File: config.mk
export PLATFORM = sky130hd
export DESIGN_NAME = lhs_host_ctl
export DESIGN_NICKNAME = d
export VERILOG_FILES = /design/src/rtl/lhs_pkg.sv /design/src/rtl/lhs_cfg_mem.sv /design/src/rtl/lhs_host_ctl.sv
export VERILOG_INCLUDE_DIRS = /design/src /design/src/rtl
export SDC_FILE = /design/constraint.sdc
export NUM_CORES = 1
export LEC_CHECK = 0
export BUFFER_PORTS_ARGS = -buffer_cell sky130_fd_sc_hd__buf_2
export CORE_UTILIZATION = 28
export DETAILED_ROUTE_END_ITERATION = 8
export HOLD_SLACK_MARGIN = 0.12
export PLACE_DENSITY = 0.54
export SYNTH_ARGS = -nofsm -noshare
export SYNTH_HDL_FRONTEND = slang
export SYNTH_SLANG_ARGS = --single-unit
File: constraint.sdc
create_clock -name clk_i -period 3.4 [get_ports clk_i]
set_input_delay 0.17 -clock clk_i [delete_from_list [all_inputs] [get_ports clk_i]]
set_output_delay 0.17 -clock clk_i [all_outputs]
set_load 0.01 [all_outputs]
File: src/rtl/lhs_cfg.svh
/*
  Constants of the line interface host and strap control block.
  Assumes inclusion by bare name from every file that needs them.
*/
`ifndef LHS_CFG_SVH
`define LHS_CFG_SVH

// avalon register map, byte addresses
`define LHS_AVL_AW 5
`define LHS_OFF_CTRL 5'h00
`define LHS_OFF_SWCFG 5'h04
`define LHS_OFF_PTR 5'h08
`define LHS_OFF_MEMD 5'h0C
`define LHS_OFF_STAT 5'h10

// swcfg field positions
`define LHS_SW_C1LOOP 0
`define LHS_SW_C2LOOP 3
`define LHS_SW_C1PAT 6
`define LHS_SW_C1PROF 8
`define LHS_SW_C2PROF 12

// reset values
`define LHS_CTRL_RST 2'h0
`define LHS_SWCFG_RST 16'h0000
`define LHS_PTR_RST 4'h0
`define LHS_PIN_RST 30'h3FFFFFFF

// config space and serial frame
`define LHS_MEM_AW 4
`define LHS_MEM_DW 8
`define LHS_SER_CMD_LAST 5'h07
`define LHS_SER_DAT_LAST 5'h0F
`define LHS_SER_RD_BIT 7

`endif

File: src/rtl/lhs_pkg.sv
/*
  Types of the line interface host and strap control block.
  Assumes nothing beyond a SystemVerilog compiler.
*/
package lhs_pkg;
  typedef enum logic [1:0] {
    LHS_MODE_HW = 2'b00,
    LHS_MODE_STRB_DIR = 2'b01,
    LHS_MODE_SEP_STRB = 2'b10,
    LHS_MODE_SERIAL = 2'b11
  } lhs_mode_e;
  typedef enum logic [2:0] {
    LHS_LOOP_NONE = 3'b000,
    LHS_LOOP_ANALOG = 3'b001,
    LHS_LOOP_DIGITAL = 3'b010,
    LHS_LOOP_REMOTE = 3'b011,
    LHS_LOOP_INBAND = 3'b100
  } lhs_loop_e;
  typedef enum logic [1:0] {
    LHS_PAT_NORMAL = 2'b00,
    LHS_PAT_ALL_ONES = 2'b01,
    LHS_PAT_PRBS = 2'b10,
    LHS_PAT_TX_OFF = 2'b11
  } lhs_pat_e;
  typedef enum logic [1:0] {
    LHS_STD_T1 = 2'b00,
    LHS_STD_E1 = 2'b01,
    LHS_STD_J1 = 2'b10
  } lhs_std_e;
  typedef enum logic [1:0] {
    LHS_IMP_75 = 2'b00,
    LHS_IMP_120 = 2'b01,
    LHS_IMP_100 = 2'b10,
    LHS_IMP_110 = 2'b11
  } lhs_imp_e;
endpackage
File: src/rtl/lhs_cfg_mem.sv
/*
  Configuration space memory: one write port, registered read data.
  Assumes a single clock and that the caller arbitrates writers.
*/
`timescale 1ns/1ps
`include "lhs_cfg.svh"

module lhs_cfg_mem (
  input wire logic clk_i, // clock
  input wire logic rstn_i, // async reset, low
  input wire logic we_i, // write enable
  input wire logic [`LHS_MEM_AW-1:0] waddr_i, // write address
  input wire logic [`LHS_MEM_DW-1:0] wdata_i, // write data
  input wire logic [`LHS_MEM_AW-1:0] raddr_i, // read address
  output logic [`LHS_MEM_DW-1:0] rdata_o // read data, one cycle late
);
  logic [`LHS_MEM_DW-1:0] mem [2**`LHS_MEM_AW];

  always_ff @(posedge clk_i)
  begin
    if (we_i)
    begin
      mem[waddr_i] <= wdata_i;
    end
  end

  always_ff @(posedge clk_i or negedge rstn_i)
  begin
    if (!rstn_i)
    begin
      rdata_o <= '0;
    end
    else
    begin
      rdata_o <= mem[raddr_i];
    end
  end
endmodule

File: src/rtl/lhs_host_ctl.sv
/*
  Host port front end and strap decoder of a dual channel line interface.
  Assumes all pins asynchronous to clk_i; software on an Avalon-MM master.
*/
// Implementation choices: the register offsets and the Avalon-MM register port.
// Functional notes
// - Strobe-dir bus: direction low is a write, high a read.
// - Strobe-dir bus: data strobe captures the bus on writes, drives it on reads.
// - Separate-strobe bus: read data driven only while the read strobe is low.
// - Separate-strobe bus: the store strobe returning high performs a write that captures the bus.
// - The 8-bit data bus is two-way: host drives on writes, device on reads.
// - Serial mode samples the serial input on each rising shift clock edge.
// - Serial output moves on the rising edge when edge select is low, else falling.
// - Hardware mode decodes channel 2 loop select 00 none 01 analog 10 digital 11 remote.
// - Hardware mode never yields in-band loopback; only software can pick it.
// - Channel 1 line profile selects its standard, pulse template and impedance.
// - The common circuitry takes its line standard from channel 1 profile only.
// - Channel 2 line profile selects its standard, pulse template and impedance.
// - Hardware mode decodes channel 1 pattern 00 normal 01 ones 10 prbs 11 off.
`timescale 1ns/1ps
`include "lhs_cfg.svh"

module lhs_host_ctl (
  input wire logic clk_i, // 125 MHz clock
  input wire logic rstn_i, // async reset, low
  input wire logic [`LHS_AVL_AW-1:0] avs_address_i, // byte address
  input wire logic avs_read_i, // read request
  input wire logic avs_write_i, // write request
  input wire logic [31:0] avs_writedata_i, // write data
  output logic [31:0] avs_readdata_o, // read data
  output logic avs_waitrequest_o, // stall
  input wire logic parallel_data_strobe_n_i, // strobe-dir data strobe
  input wire logic rw_select_i, // high read, low write
  input wire logic read_strobe_n_i, // separate read strobe
  input wire logic store_strobe_n_i, // separate write strobe
  input wire logic [7:0] data_bus_i, // data bus in
  output logic [7:0] data_bus_o, // data bus out
  output logic data_bus_oe_n_o, // low while driving
  input wire logic shift_clk_i, // serial shift clock
  input wire logic serial_select_n_i, // serial frame select
  input wire logic serial_in_line_i, // serial data in
  input wire logic shift_edge_select_i, // output edge select
  output logic serial_out_line_o, // serial data out
  input wire logic [1:0] ch1_loop_select_i, // ch1 loop strap
  input wire logic [1:0] ch2_loop_select_i, // ch2 loop strap
  input wire logic [1:0] ch1_tx_pattern_select_i, // ch1 pattern strap
  input wire logic [3:0] ch1_line_profile_select_i, // ch1 profile strap
  input wire logic [3:0] ch2_line_profile_select_i, // ch2 profile strap
  output logic [2:0] ch1_loop_mode_o, // ch1 loopback
  output logic [2:0] ch2_loop_mode_o, // ch2 loopback
  output logic [1:0] ch1_tx_pattern_o, // ch1 tx pattern
  output logic [1:0] ch1_line_std_o, // ch1 standard
  output logic [2:0] ch1_template_o, // ch1 pulse template
  output logic [1:0] ch1_impedance_o, // ch1 termination
  output logic [1:0] ch2_line_std_o, // ch2 standard
  output logic [2:0] ch2_template_o, // ch2 pulse template
  output logic [1:0] ch2_impedance_o, // ch2 termination
  output logic [1:0] common_line_std_o // shared block standard
);
  ////////////////////////////////////////////////////////////////////////
  // pin synchronisers
  logic [29:0] pin_raw, pin_meta, pin_sync;
  logic ds_n_s, rw_s, rd_n_s, wr_n_s, sclk_s, csn_s, sin_s, esel_s;
  logic [7:0] d_s;
  logic [1:0] l1_s, l2_s, p1_s;
  logic [3:0] f1_s, f2_s;

  assign pin_raw = {parallel_data_strobe_n_i, rw_select_i, read_strobe_n_i,
    store_strobe_n_i, data_bus_i, shift_clk_i, serial_select_n_i,
    serial_in_line_i, shift_edge_select_i, ch1_loop_select_i,
    ch2_loop_select_i, ch1_tx_pattern_select_i, ch1_line_profile_select_i,
    ch2_line_profile_select_i};

  always_ff @(posedge clk_i or negedge rstn_i)
  begin
    if (!rstn_i)
    begin
      pin_meta <= `LHS_PIN_RST;
      pin_sync <= `LHS_PIN_RST;
    end
    else
    begin
      pin_meta <= pin_raw;
      pin_sync <= pin_meta;
    end
  end

  assign {ds_n_s, rw_s, rd_n_s, wr_n_s, d_s, sclk_s, csn_s, sin_s, esel_s,
    l1_s, l2_s, p1_s, f1_s, f2_s} = pin_sync;

  // previous synced levels for edge finding
  logic ds_q, wr_q, sclk_q;
  always_ff @(posedge clk_i or negedge rstn_i)
  begin
    if (!rstn_i)
    begin
      ds_q <= 1'b1;
      wr_q <= 1'b1;
      sclk_q <= 1'b1;
    end
    else
    begin
      ds_q <= ds_n_s;
      wr_q <= wr_n_s;
      sclk_q <= sclk_s;
    end
  end

  logic ds_rise, wr_rise, sclk_rise, sclk_fall;
  assign ds_rise = ds_n_s & ~ds_q;
  assign wr_rise = wr_n_s & ~wr_q;
  assign sclk_rise = sclk_s & ~sclk_q;
  assign sclk_fall = ~sclk_s & sclk_q;

  ////////////////////////////////////////////////////////////////////////
  // avalon slave and software registers
  lhs_pkg::lhs_mode_e mode_q;
  logic [15:0] swcfg_q;
  logic [3:0] ptr_q;
  logic [7:0] wr_count_q;
  logic [31:0] next_readdata;
  logic avl_go, avl_mem_we;
  logic [7:0] mem_rdata;
  logic ser_on;

  // write takes effect on the edge the master sees waitrequest low
  assign avl_go = avs_write_i && !avs_waitrequest_o;
  assign avl_mem_we = avl_go && avs_address_i == `LHS_OFF_MEMD;

  always_comb
  begin
    next_readdata = 32'h00000000;
    if (avs_address_i == `LHS_OFF_CTRL)
    begin
      next_readdata[1:0] = mode_q;
    end
    else if (avs_address_i == `LHS_OFF_SWCFG)
    begin
      next_readdata[15:0] = swcfg_q;
    end
    else if (avs_address_i == `LHS_OFF_PTR)
    begin
      next_readdata[3:0] = ptr_q;
    end
    else if (avs_address_i == `LHS_OFF_MEMD)
    begin
      next_readdata[7:0] = mem_rdata;
    end
    else if (avs_address_i == `LHS_OFF_STAT)
    begin
      next_readdata = {8'h00, wr_count_q, 4'h0, ~data_bus_oe_n_o, ser_on,
        common_line_std_o, ch1_tx_pattern_o, ch2_loop_mode_o, ch1_loop_mode_o};
    end
  end

  always_ff @(posedge clk_i or negedge rstn_i)
  begin
    if (!rstn_i)
    begin
      avs_waitrequest_o <= 1'b1;
      avs_readdata_o <= 32'h00000000;
    end
    else if ((avs_read_i || avs_write_i) && avs_waitrequest_o)
    begin
      avs_waitrequest_o <= 1'b0;
      avs_readdata_o <= avs_read_i ? next_readdata : 32'h00000000;
    end
    else
    begin
      avs_waitrequest_o <= 1'b1;
    end
  end

  always_ff @(posedge clk_i or negedge rstn_i)
  begin
    if (!rstn_i)
    begin
      mode_q <= lhs_pkg::lhs_mode_e'(`LHS_CTRL_RST);
      swcfg_q <= `LHS_SWCFG_RST;
      ptr_q <= `LHS_PTR_RST;
    end
    else if (avl_go)
    begin
      if (avs_address_i == `LHS_OFF_CTRL)
      begin
        mode_q <= lhs_pkg::lhs_mode_e'(avs_writedata_i[1:0]);
      end
      else if (avs_address_i == `LHS_OFF_SWCFG)
      begin
        swcfg_q <= avs_writedata_i[15:0];
      end
      else if (avs_address_i == `LHS_OFF_PTR)
      begin
        ptr_q <= avs_writedata_i[3:0];
      end
    end
  end

  ////////////////////////////////////////////////////////////////////////
  // parallel host ports
  logic is_sd, is_ss, par_wr, par_rd;
  assign is_sd = mode_q == lhs_pkg::LHS_MODE_STRB_DIR;
  assign is_ss = mode_q == lhs_pkg::LHS_MODE_SEP_STRB;
  // write captured as the strobe ends, data settled by then
  assign par_wr = (is_sd && ds_rise && !rw_s) || (is_ss && wr_rise);
  assign par_rd = (is_sd && !ds_n_s && rw_s) || (is_ss && !rd_n_s);

  always_ff @(posedge clk_i or negedge rstn_i)
  begin
    if (!rstn_i)
    begin
      data_bus_oe_n_o <= 1'b1;
      data_bus_o <= 8'h00;
    end
    else
    begin
      data_bus_oe_n_o <= !par_rd;
      data_bus_o <= par_rd ? mem_rdata : 8'h00;
    end
  end

  ////////////////////////////////////////////////////////////////////////
  // serial host port: 8 command bits (bit 7 read, 3:0 address), 8 data
  logic [4:0] bit_cnt;
  logic [7:0] in_sh, cmd_q;
  logic [2:0] out_idx;
  logic ser_wr, out_edge;
  assign ser_on = mode_q == lhs_pkg::LHS_MODE_SERIAL && !csn_s;
  assign ser_wr = ser_on && sclk_rise && bit_cnt == `LHS_SER_DAT_LAST
    && !cmd_q[`LHS_SER_RD_BIT];
  assign out_edge = esel_s ? sclk_fall : sclk_rise;

  always_ff @(posedge clk_i or negedge rstn_i)
  begin
    if (!rstn_i)
    begin
      bit_cnt <= 5'h00;
      in_sh <= 8'h00;
      cmd_q <= 8'h00;
    end
    else if (!ser_on)
    begin
      bit_cnt <= 5'h00;
    end
    else if (sclk_rise)
    begin
      in_sh <= {in_sh[6:0], sin_s};
      if (bit_cnt <= `LHS_SER_DAT_LAST)
      begin
        bit_cnt <= bit_cnt + 5'h01;
      end
      if (bit_cnt == `LHS_SER_CMD_LAST)
      begin
        cmd_q <= {in_sh[6:0], sin_s};
      end
    end
  end

  always_ff @(posedge clk_i or negedge rstn_i)
  begin
    if (!rstn_i)
    begin
      serial_out_line_o <= 1'b0;
      out_idx <= 3'h0;
    end
    else if (!ser_on)
    begin
      out_idx <= 3'h0;
    end
    else if (out_edge && bit_cnt[4:3] == 2'b01 && cmd_q[`LHS_SER_RD_BIT])
    begin
      serial_out_line_o <= mem_rdata[~out_idx];
      out_idx <= out_idx + 3'h1;
    end
  end

  ////////////////////////////////////////////////////////////////////////
  // configuration space
  logic host_we, mem_we;
  logic [7:0] host_wdata, mem_wdata;
  logic [3:0] host_waddr, mem_waddr, mem_raddr;
  // host ports win a same-cycle clash with an avalon write
  assign host_we = par_wr | ser_wr;
  assign host_wdata = ser_wr ? {in_sh[6:0], sin_s} : d_s;
  assign host_waddr = ser_wr ? cmd_q[3:0] : ptr_q;
  assign mem_we = host_we | avl_mem_we;
  assign mem_wdata = host_we ? host_wdata : avs_writedata_i[7:0];
  assign mem_waddr = host_we ? host_waddr : ptr_q;
  assign mem_raddr = ser_on ? cmd_q[3:0] : ptr_q;

  lhs_cfg_mem u_mem (
    .clk_i(clk_i),
    .rstn_i(rstn_i),
    .we_i(mem_we),
    .waddr_i(mem_waddr),
    .wdata_i(mem_wdata),
    .raddr_i(mem_raddr),
    .rdata_o(mem_rdata)
  );

  always_ff @(posedge clk_i or negedge rstn_i)
  begin
    if (!rstn_i)
    begin
      wr_count_q <= 8'h00;
    end
    else if (host_we)
    begin
      wr_count_q <= wr_count_q + 8'h01;
    end
  end

  ////////////////////////////////////////////////////////////////////////
  // strap or software line configuration
  function automatic logic [1:0] prof_std(input logic [3:0] p);
    if (p == 4'h0 || p == 4'h1)
    begin
      prof_std = lhs_pkg::LHS_STD_E1;
    end
    else if (p == 4'h8)
    begin
      prof_std = lhs_pkg::LHS_STD_J1;
    end
    else
    begin
      prof_std = lhs_pkg::LHS_STD_T1;
    end
  endfunction

  function automatic logic [1:0] prof_imp(input logic [3:0] p);
    if (p == 4'h0)
    begin
      prof_imp = lhs_pkg::LHS_IMP_75;
    end
    else if (p == 4'h1)
    begin
      prof_imp = lhs_pkg::LHS_IMP_120;
    end
    else if (p == 4'h8)
    begin
      prof_imp = lhs_pkg::LHS_IMP_110;
    end
    else
    begin
      prof_imp = lhs_pkg::LHS_IMP_100;
    end
  endfunction

  logic is_hw;
  logic [2:0] sw_l1, sw_l2;
  logic [3:0] eff_f1, eff_f2;
  assign is_hw = mode_q == lhs_pkg::LHS_MODE_HW;
  assign sw_l1 = swcfg_q[`LHS_SW_C1LOOP +: 3];
  assign sw_l2 = swcfg_q[`LHS_SW_C2LOOP +: 3];
  assign eff_f1 = is_hw ? f1_s : swcfg_q[`LHS_SW_C1PROF +: 4];
  assign eff_f2 = is_hw ? f2_s : swcfg_q[`LHS_SW_C2PROF +: 4];

  always_ff @(posedge clk_i or negedge rstn_i)
  begin
    if (!rstn_i)
    begin
      ch1_loop_mode_o <= lhs_pkg::LHS_LOOP_NONE;
      ch2_loop_mode_o <= lhs_pkg::LHS_LOOP_NONE;
      ch1_tx_pattern_o <= lhs_pkg::LHS_PAT_NORMAL;
    end
    else if (is_hw)
    begin
      // two strap bits cannot reach the in-band code
      ch1_loop_mode_o <= {1'b0, l1_s};
      ch2_loop_mode_o <= {1'b0, l2_s};
      ch1_tx_pattern_o <= p1_s;
    end
    else
    begin
      ch1_loop_mode_o <= sw_l1 > lhs_pkg::LHS_LOOP_INBAND ? 3'h0 : sw_l1;
      ch2_loop_mode_o <= sw_l2 > lhs_pkg::LHS_LOOP_INBAND ? 3'h0 : sw_l2;
      ch1_tx_pattern_o <= swcfg_q[`LHS_SW_C1PAT +: 2];
    end
  end

  always_ff @(posedge clk_i or negedge rstn_i)
  begin
    if (!rstn_i)
    begin
      ch1_line_std_o <= lhs_pkg::LHS_STD_T1;
      ch1_template_o <= 3'h0;
      ch1_impedance_o <= lhs_pkg::LHS_IMP_75;
      ch2_line_std_o <= lhs_pkg::LHS_STD_T1;
      ch2_template_o <= 3'h0;
      ch2_impedance_o <= lhs_pkg::LHS_IMP_75;
      common_line_std_o <= lhs_pkg::LHS_STD_T1;
    end
    else
    begin
      ch1_line_std_o <= prof_std(eff_f1);
      ch1_template_o <= eff_f1[2:0];
      ch1_impedance_o <= prof_imp(eff_f1);
      ch2_line_std_o <= prof_std(eff_f2);
      ch2_template_o <= eff_f2[2:0];
      ch2_impedance_o <= prof_imp(eff_f2);
      common_line_std_o <= prof_std(eff_f1);
    end
  end
endmodule

==> results.py, run 1 <==
metrics = {
    "run_status": {
        "status": "finished, final reports clean",
    },
    "worst_setup_path": {
        "cp_slowest_cell": "nor2_1",
        "critPathKind": "flip-flop to flip-flop",
        "crit_path_max_fanout": 8,
        "cp.depth": 8,
        "start_kind": "flip-flop",
        "crit_chain": "ha_1 > and3_1 > ha_1 > or4b_1 > buf_4 > nor3b_1 > a31oi_1 > nor2_1",
        "critPathBufInv": 1,
        "r2r_start": "bit_cnt[1]",
        "crit_family": "simple AND/OR/NAND/NOR gates",
        "cpMostUsedCell": "ha_1",
        "crit_start": "bit_cnt[1]",
        "crit_required_ns": 3.53,
        "critPathMaxStageDelay_ns": 0.74,
        "rr_worst_depth": 8,
        "worstPathArrival_ns": 3.34,
        "critPathCaptureType": "flip-flop",
    },
    "pwr": {
        "power_density_nw_per_um2": 598,
        "power_leakage_nw": 6.37,
        "ir_drop_mv": 0.345,
    },
    "logic_synthesis": {
        "yosys-top-cells-count": "128 x edfxtp_1, 113 x dfrtp_1, 80 x mux2i_1",
        "syn_area_per_cell_um2": 15.7,
        "synth_cells": 749,
        "syn-cell-area_um2": 11700,
        "synth_edf_count": 128,
        "async_reset_ff_share_pct": 58.2,
        "synth_cell_types": 55,
        "yosysTopAreaCell": "edfxtp_1",
        "ys_warn_count": 0,
        "seq_area_frac_synth_pct": 71.4,
        "synth_flop_cell": "edfxtp_1",
        "synth_top_area_share_pct": 32.8,
        "synth.area.top_cells": "edfxtp_1 33%, dfrtp_1 24%, dfstp_2 15%, mux2i_1 6.8%, mux2_2 4.1%",
        "synth-seq-cells": 306,
        "yosysMostFrequentCell": "edfxtp_1",
    },
    "placement": {
        "finalWeightedCongestion": 0.811,
        "place_hpwl_um": 18800,
        "io_buffers": 113,
        "place_inst": 1404,
        "place_ws_ns": 0.138,
    },
    "global_route": {
        "grt_pass1_vias": 7010,
        "met1_usage_pct": 18.1,
        "grt_util_met3_pct": 2.72,
        "grt_pass1_wl_um": 41700,
        "grt_busiest_layer": "met2",
        "grt_max_degree": 98,
        "grt.met2_usage_pct": 20.3,
        "gr-total-overflow": 0,
        "antenna_found_initial": 2,
        "grt_usage_pct": 13.1,
    },
    "die": {
        "core.rowCount": 74,
        "start_util_pct": 28.5,
        "ios": 138,
        "dieArea_um2": 42700,
        "core-area_um2": 41100,
        "die_w_um": 207,
        "die_h_um": 207,
    },
    "routing": {
        "drt_iter0_drc": 432,
        "wirelength_um": 27500,
        "ant_nets": 0,
        "vias": 6890,
        "first_pass_iters": 7,
        "viasPerCell": 4.54,
        "drc": 0,
        "routedWlPerCell_um": 18.1,
    },
    "clock_network": {
        "cts_buffers": 34,
        "path_clk_slew_ns": 0.06,
        "clock_latency_ns": 0.52,
        "cts_tree": "yes",
        "cts.sinks": 306,
        "clock_path_buffers": 3,
        "htree_levels": 2,
        "cts_root_buf": "clkbuf_16",
    },
    "final_layout": {
        "fin_util_pct": 35.8,
        "drive_above_1_share_pct": 33.3,
        "area_growth_syn_to_layout_pct": 25.5,
        "finalNetCount": 1032,
        "layout.cells.non_filler": 1517,
    },
    "sta": {
        "period_needed_ns": 3.21,
        "rsz0062_at_grt": "false",
        "timing.final.ws_setup_ns": 0.190,
        "slew_violations": 0,
        "final.period_utilization_pct": 94.4,
        "fin_setup_tns_ns": 0,
        "max_freq_mhz": 312,
        "hold_violations": 0,
        "tightest_slew_ns": 0.948,
        "worst_clock_skew_ns": 0.0183,
        "hold_slack_ns": 0.234,
        "setup_viol": 0,
        "slew_headroom_pct": 36.8,
    },
    "hold_path": {
        "hold_depth": 4,
        "hold_start": "avs_address_i[3]",
        "hp-class": "primary input to flip-flop",
    },
    "flow_run": {
        "cap_viol_max_count": 0,
    },
}
per-stage QoR:
stage               area [µm²]  total power [W]
finish                   14700          0.00880
global route             14700          0.00918
CTS                      14700          0.00893
detailed placement       13100          0.00524
global placement         13100          0.00522
floorplan                11800          0.00481
cell families after synthesis:
family	after synthesis	share of synthesized area, %
compound gates	102	6.24
simple gates	149	6.92
other cells	1	0.0320
mux	127	11.7
fa+ha+maj	4	0.427
flops	306	71.4
xor+xnor	14	1.05
buf+inv	46	2.20
worst paths after layout:
| kind | slack, ns | endpoint |
|---|---|---|
| setup / recovery | 0.19 | u_mem.mem[1][7] |
| hold / removal | 0.23 | mode_q[0] |
| setup reg to reg | 0.19 | u_mem.mem[1][7] |
| hold reg to reg | 0.35 | pin_sync[11] |
| max in group asynchronous | 2.23 | pin_meta[0] |
| min in group asynchronous | 0.32 | ch1_tx_pattern_o[0] |
state kept, by name, indices dropped and copies added, names as in the netlist, 2 cells and up:
| name | count |
|---|---|
| common_line_std_o | 2 |
| bit_cnt | 5 |
| ch1_impedance_o | 2 |
| swcfg_q | 16 |
| ptr_q | 4 |
| ch2_loop_mode_o | 3 |
| pin_sync | 30 |
| mode_q | 2 |
| u_mem.rdata_o | 8 |
| pin_meta | 30 |
| in_sh | 7 |
| ch2_template_o | 3 |
| ch1_loop_mode_o | 3 |
| avs_readdata_o | 24 |
| out_idx | 3 |
| ch1_tx_pattern_o | 2 |
| wr_count_q | 8 |
| ch2_impedance_o | 2 |
| ch1_template_o | 3 |
| data_bus_o | 8 |
| cmd_q | 5 |
| u_mem.mem | 128 |
| ch2_line_std_o | 2 |
routing by layer:
layer  wire [µm]  share of wire [%]
met1       12800                 46
met2       12800                 47
met3        1350                4.9
met4         599                2.2
met5           0                  0
layout by cell type (no fill, tap or decap), types with 4 or more instances in the layout:
| cell | n |
|---|---|
| a21oi_1 | 16 |
| a221oi_1 | 4 |
| a22o_1 | 12 |
| a22oi_1 | 8 |
| a31oi_1 | 5 |
| and3_1 | 5 |
| buf_2 | 112 |
| buf_4 | 39 |
| clkbuf_1 | 11 |
| clkbuf_16 | 35 |
| clkbuf_8 | 4 |
| conb_1 | 8 |
| dfrtp_1 | 113 |
| dfstp_2 | 65 |
| dlygate4sd3_1 | 49 |
| edfxtp_1 | 128 |
| ha_1 | 4 |
| inv_1 | 8 |
| mux2_2 | 43 |
| mux2i_1 | 78 |
| nand2_1 | 26 |
| nand2b_1 | 12 |
| nand3_1 | 4 |
| nand3b_1 | 5 |
| nand4_1 | 5 |
| nor2_1 | 44 |
| nor2b_1 | 11 |
| nor3_1 | 9 |
| o21ai_0 | 11 |
| o221ai_1 | 14 |
| o22a_1 | 8 |
| o22ai_1 | 16 |
| or3_1 | 9 |
| xnor2_1 | 4 |
| xor2_1 | 10 |
where the power goes:
part | internal [W] | switching (W) | total (W)
Sequential | 0.00409 | 0.000168 | 0.00426
Clock | 0.00216 | 0.00145 | 0.00360
Combinational | 0.000415 | 0.000525 | 0.000940
Total | 0.00666 | 0.00214 | 0.00880
area by class of cell:
class / count / area (µm²)
Fill cell: 3963 / 26400
Clock buffer: 50 / 972
Timing Repair Buffer: 203 / 1400
Antenna cell: 2 / 5.00
Sequential cell: 306 / 8380
Inverter: 8 / 30.0
Clock inverter: 12 / 134
Tap cell: 532 / 666
Multi-Input combinational cell: 404 / 3150
repair_timing:
item / in CTS / in global routing
gates resized for setup: 0 / 1
hold buffers: 49 / 0
setup buffers: 0 / 0
setup endpoints to repair: 0 / 8
hold endpoints to repair: 115 / 0
worst register-to-register path: stages (launching register included):
cell	delay, ns
dfrtp_1	0.40
ha_1	0.20
and3_1	0.16
ha_1	0.15
or4b_1	0.65
buf_4	0.26
nor3b_1	0.18
a31oi_1	0.08
nor2_1	0.74
Power figures use the tool's default switching activity.
==> run 2, diff against run 1 <==
--- a/config.mk
+++ b/config.mk
@@ -13,2 +13,3 @@
 export PLACE_DENSITY = 0.54
+export SLEW_MARGIN = 20
 export SYNTH_ARGS = -nofsm -noshare
@@ -16 +17,2 @@
 export SYNTH_SLANG_ARGS = --single-unit
+export TNS_END_PERCENT = 50
==> constraint.sdc (replaced) <==
create_clock -name clk_i -period 3.4 [get_ports clk_i]
set_input_delay 0.34 -clock clk_i [delete_from_list [all_inputs] [get_ports clk_i]]
set_output_delay 0.34 -clock clk_i [all_outputs]
set_load 0.01 [all_outputs]
==> results.py, run 2 (synthesis results as in run 1) <==
metrics = {
    "run_status": {
        "status": "complete, but fails checks",
        "violations": "design-rule violations",
    },
    "clock_network": {
        "path_clk_slew_ns": 0.06,
        "cts.sinks": 306,
        "cts_buffers": 34,
        "htree_levels": 2,
        "post_cts_buffers": 0,
        "clock_latency_ns": 0.52,
        "cts_tree": "yes",
        "cts_root_buf": "clkbuf_16",
        "clock_path_buffers": 3,
    },
    "worst_setup_path": {
        "crit_chain": "ha_1 > and3_1 > ha_1 > or4b_1 > nand2_1 > a21oi_1 > nand3b_1 > buf_4 > nor2_1",
        "critPathCaptureType": "flip-flop",
        "cpMostUsedCell": "ha_1",
        "critPathKind": "flip-flop to flip-flop",
        "start_kind": "flip-flop",
        "crit_path_max_fanout": 8,
        "cp_slowest_cell": "or4b_1",
        "crit_required_ns": 3.55,
        "critPathMaxStageDelay_ns": 0.65,
        "worstPathArrival_ns": 3.33,
    },
    "global_route": {
        "grt_pass1_wl_um": 41900,
        "gr-total-overflow": 0,
        "grt_usage_pct": 13.0,
        "grt_max_degree": 82,
        "grt_pass1_vias": 6965,
        "antenna_found_initial": 1,
    },
    "pwr": {
        "power_leakage_nw": 6.40,
        "ir_drop_mv": 0.387,
        "power_density_nw_per_um2": 597,
    },
    "final_layout": {
        "finalNetCount": 1032,
        "fin_util_pct": 35.8,
        "fin_area_um2": 14700,
        "mostFrequentLayoutCell": "edfxtp_1",
        "top_regs": "u_mem.mem x128, pin_meta x30, pin_sync x30",
        "regMostFlops": "u_mem.mem",
        "num_antenna_cells": 0,
        "fillers": 3953,
        "area_growth_syn_to_layout_pct": 25.6,
        "drive_above_1_share_pct": 34.2,
        "largest_reg_flops": 128,
        "mostFrequentLayoutCells": "128 x edfxtp_1, 113 x dfrtp_1, 112 x buf_2",
    },
    "placement": {
        "place_ws_ns": 0.0533,
        "place_hpwl_um": 18800,
        "finalWeightedCongestion": 0.799,
        "io_buffers": 113,
        "dpl-instance-area_um2": 13200,
    },
    "die": {
        "die_w_um": 207,
        "dieArea_um2": 42700,
        "core-area_um2": 41100,
        "ios": 138,
        "die_h_um": 207,
        "start_util_pct": 28.5,
        "core.rowCount": 74,
    },
    "routing": {
        "drc": 3,
        "ant_nets": 0,
        "first_pass_iters": 6,
        "drt_iter0_drc": 399,
        "wirelength_um": 27300,
        "routedWlPerCell_um": 18.0,
        "vias": 6821,
        "viasPerCell": 4.50,
    },
    "sta": {
        "slew_violations": 0,
        "tightest_slew_ns": 1.00,
        "hold_violations": 0,
        "setup_viol": 0,
        "max_freq_mhz": 315,
        "rsz0062_at_grt": "false",
        "worst_clock_skew_ns": 0.0194,
        "timing.final.ws_setup_ns": 0.222,
        "slew_headroom_pct": 33.2,
        "final.period_utilization_pct": 93.5,
        "period_needed_ns": 3.18,
        "fin_setup_tns_ns": 0,
    },
    "flow_run": {
        "cap_viol_max_count": 0,
    },
    "hold_path": {
        "hp-class": "primary input to flip-flop",
    },
}
-- run 2: cell count changes in the layout (fill, tap and decap cells not counted), sizes merged --
cell | before | now
clkinv | 4 | 10
buf | 154 | 158
dlygate4sd3 | 49 | 45
clkinvlp | 3 | 0
diode | 2 | 0
bufinv | 2 | 1
clkbuf | 50 | 49
inv | 11 | 10
-- run 2: final timing paths --
kind | start | to | slack (ns) | cells after the start
hold reg to reg | pin_meta[4] | pin_sync[4] | 0.35 | 0
min in group asynchronous | rstn_i | ch1_tx_pattern_o[1] | 0.45 | 2
max in group asynchronous | rstn_i | data_bus_o[2] | 2.10 | 3
setup reg to reg | bit_cnt[1] | u_mem.mem[3][2] | 0.22 | 9
hold / removal | avs_writedata_i[2] | ptr_q[2] | 0.14 | 2
setup / recovery | bit_cnt[1] | u_mem.mem[3][2] | 0.22 | 9
-- run 2: worst max-delay path, delay by kind of cell (launching register included) --
| kind | cells | cell delay, ns |
|---|---|---|
| AND/OR/NAND/NOR | 5 | 1.79 |
| flip-flops | 1 | 0.40 |
| buffers and inverters | 1 | 0.17 |
| AO/OA/AOI/OAI | 1 | 0.10 |
| adder cells (fa/ha/maj) | 2 | 0.35 |
-- run 2: cell type report --
cell class	count	area [µm²]	share of cell area (%)
inverter	8	30.0	0.204
multi-input combinational	404	3150	21.4
sequential	306	8380	56.9
clock inverter	13	110	0.747
timing repair buffer	203	1390	9.40
tap	532	666	4.52
clock buffer	49	1010	6.85
-- run 2: stage by stage --
stage | total power, W | hold slack, ns | instances
global placement | 0.00522 | 0.346 | 1408
global route | 0.00913 | 0.133 | 1515
finish | 0.00880 | 0.139 | 1515
CTS | 0.00890 | 0.126 | 1514
detailed placement | 0.00523 | 0.347 | 1408
floorplan | 0.00481 | 0.0444 | 756
-- run 2: repair_timing --
action / CTS / global route
gates resized for setup: 0 / 2
setup endpoints to repair: 0 / 16
endpoints found under the hold margin: 91 / 1
hold buffers: 44 / 1
-- run 2: layer usage --
metal,track usage (%),vias to the layer above,share of wire (%)
met5,0,-,0
met4,4.01,0,2.1
met3,2.10,39,3.7
met2,20.6,139,46
met1,18.3,3431,48
li1,-,3212,-
-- run 2: power breakdown --
group          switching (W)  total [W]  internal, W
registers           0.000159    0.00425      0.00409
clock network        0.00145    0.00360      0.00215
logic               0.000529   0.000942     0.000413
==> run 3, diff against run 2 <==
Settings changed: ABC_AREA set to 1, TNS_END_PERCENT 50 to 5.
==> results.py, run 3 <==
metrics = {
    "run_status": {
        "status": "finished, final reports clean",
    },
    "final_layout": {
        "seqCellArea_um2": 8380,
        "regMostFlops": "u_mem.mem",
        "num_antenna_cells": 0,
        "mostFrequentLayoutCell": "nand2_1",
        "finalNetCount": 1477,
        "fillers": 4424,
        "mostFrequentLayoutCells": "265 x nand2_1, 192 x inv_1, 152 x nand3_1",
        "top_regs": "u_mem.mem x128, pin_meta x30, pin_sync x30",
        "multiInputGateArea_um2": 3230,
        "drive_above_1_share_pct": 21.7,
        "largest_reg_flops": 128,
        "area_growth_syn_to_layout_pct": 24.0,
    },
    "logic_synthesis": {
        "ys_warn_count": 0,
        "synth_cell_types": 38,
        "async_reset_ff_share_pct": 58.2,
        "syn-cell-area_um2": 12600,
        "synth_flop_cell": "edfxtp_1",
        "yosysTopAreaCell": "edfxtp_1",
        "yosys-top-cells-count": "265 x nand2_1, 192 x inv_1, 152 x nand3_1",
        "syn_area_per_cell_um2": 10.4,
        "synth_top_area_share_pct": 30.6,
        "yosysMostFrequentCell": "nand2_1",
        "synth.area.top_cells": "edfxtp_1 31%, dfrtp_1 22%, dfstp_2 14%, nand2_1 7.9%, nand3_1 6.1%",
        "seq_area_frac_synth_pct": 66.7,
        "synth_cells": 1209,
        "synth_edf_count": 128,
        "synth-seq-cells": 306,
    },
    "sta": {
        "timing.final.ws_setup_ns": 0.617,
        "hold_violations": 0,
        "worst_clock_skew_ns": 0.0252,
        "slew_headroom_pct": 29.8,
        "rsz0062_at_grt": "false",
        "tightest_slew_ns": 1.05,
        "setup_viol": 0,
        "slew_violations": 0,
        "hold_slack_ns": 0.147,
        "final.period_utilization_pct": 81.8,
        "fin_setup_tns_ns": 0,
        "period_needed_ns": 2.78,
        "max_freq_mhz": 359,
    },
    "worst_setup_path": {
        "crit_required_ns": 3.61,
        "critPathCaptureType": "flip-flop",
        "crit_family": "simple AND/OR/NAND/NOR gates",
        "start_kind": "flip-flop",
        "crit_chain": "nand3_4 > nor2_8 > nand3_1 > nand4_2 > nand3_2 > nor2_1 > buf_4",
        "critPathMaxStageDelay_ns": 0.62,
        "critPathKind": "flip-flop to flip-flop",
        "r2r_start": "mode_q[1]",
        "cp_slowest_cell": "dfrtp_1",
        "worstPathArrival_ns": 3.00,
        "critPathBufInv": 1,
        "crit_start": "mode_q[1]",
        "crit_path_max_fanout": 19,
    },
    "pwr": {
        "power_leakage_nw": 7.02,
        "ir_drop_mv": 0.333,
        "power_density_nw_per_um2": 584,
    },
    "die": {
        "core.rowCount": 77,
        "start_util_pct": 28.4,
        "dieArea_um2": 45700,
        "ios": 138,
        "die_h_um": 214,
        "core-area_um2": 44200,
        "die_w_um": 214,
    },
    "placement": {
        "place_hpwl_um": 21300,
        "finalWeightedCongestion": 0.807,
        "io_buffers": 113,
        "place_ws_ns": 0.678,
    },
    "clock_network": {
        "clock_path_buffers": 3,
        "path_clk_slew_ns": 0.06,
        "cts.sinks": 306,
        "htree_levels": 2,
        "cts_tree": "yes",
        "post_cts_buffers": 0,
        "cts_buffers": 36,
        "cts_root_buf": "clkbuf_16",
        "clock_latency_ns": 0.52,
    },
    "routing": {
        "ant_nets": 0,
        "viasPerCell": 4.37,
        "wirelength_um": 31500,
        "drc": 0,
        "vias": 8832,
        "drt_iter0_drc": 509,
        "routedWlPerCell_um": 15.6,
        "first_pass_iters": 5,
    },
    "flow_run": {
        "cap_viol_max_count": 0,
    },
    "global_route": {
        "grt_usage_pct": 14.1,
        "grt_max_degree": 70,
        "gr-total-overflow": 0,
        "antenna_found_initial": 0,
        "grt_pass1_wl_um": 48800,
        "grt_pass1_vias": 8596,
    },
    "hold_path": {
        "hp-class": "primary input to flip-flop",
        "hold_start": "avs_writedata_i[4]",
    },
}
==> run 3: cell types whose count changed after synthesis, sizes merged, moves of 9 or more <==
cell    previous run  this run
nand2             26       269
inv                8       195
nand3              4       156
o21ai             13        97
mux2i             82         0
mux2              43         6
o221ai            14         0
nand2b            12         0
nor2              46        58
nand3b             7        18
nor2b             11         0
o22ai             16         6
a22o              12         3
or3                9         0
==> run 3: repair_timing <==
action | 4_1_cts | 5_1_grt
hold endpoints to repair | 70 | 0
hold buffers | 42 | 0
resized for setup | 0 | 0
==> run 3: metrics by stage <==
step                cell area [µm²]  cells  power [W]  utilization [%]
global placement              14000   1914    0.00534             31.6
CTS                           15600   2022    0.00921             35.2
global route                  15600   2022    0.00948             35.2
finish                        15600   2022    0.00910             35.2
detailed placement            14000   1914    0.00536             31.6
floorplan                     12600   1216    0.00489                -
==> run 3: worst paths after layout <==
| kind | depth (start not counted) | end | slack [ns] |
|---|---|---|---|
| max | 7 | u_mem.mem[5][3] | 0.62 |
| min | 3 | swcfg_q[4] | 0.15 |
| max reg2reg | 7 | u_mem.mem[5][3] | 0.62 |
| min reg2reg | 0 | pin_sync[18] | 0.34 |
| max in group asynchronous | 3 | ch2_impedance_o[1] | 2.00 |
| min in group asynchronous | 2 | avs_readdata_o[20] | 0.38 |
==> run 3: layer usage <==
layer / share of wire [%] / routed length [µm] / GRT usage (%) / vias up
li1: - / - / - / 4301
met1: 47 / 14700 / 20.0 / 4243
met2: 45 / 14300 / 22.0 / 242
met3: 5.5 / 1730 / 2.01 / 46
met4: 2.3 / 737 / 4.51 / 0
met5: 0 / 0 / 0 / -
==> run 3: cell families after synthesis <==
group	share of synthesized area, %
simple gates	18.7
buf+inv	7.84
flops	66.7
fa+ha+maj	0.398
other cells	0.0298
mux	0.537
xor+xnor	0.418
compound gates	5.42
==> run 3: power by group <==
part / internal [W] / switching, W / total, W
Clock: 0.00229 / 0.00149 / 0.00378
Sequential: 0.00411 / 0.000114 / 0.00422
Combinational: 0.000354 / 0.000742 / 0.00110
Total: 0.00675 / 0.00235 / 0.00910
==> run 3: area by class of cell <==
cell class | count | share of cell area, %
clock buffers | 56 | 7.21
clock inverters | 10 | 0.450
inverters | 196 | 4.72
multi-input cells | 668 | 20.8
flip-flops and latches | 306 | 53.8
well taps | 592 | 4.75
repair buffers | 194 | 8.33
==> run 3: worst reg2reg max path, stage by stage, from the launching register on <==
cell,delay [ns]
dfrtp_1,0.62
nand3_4,0.32
nor2_8,0.32
nand3_1,0.34
nand4_2,0.29
nand3_2,0.14
nor2_1,0.20
buf_4,0.24
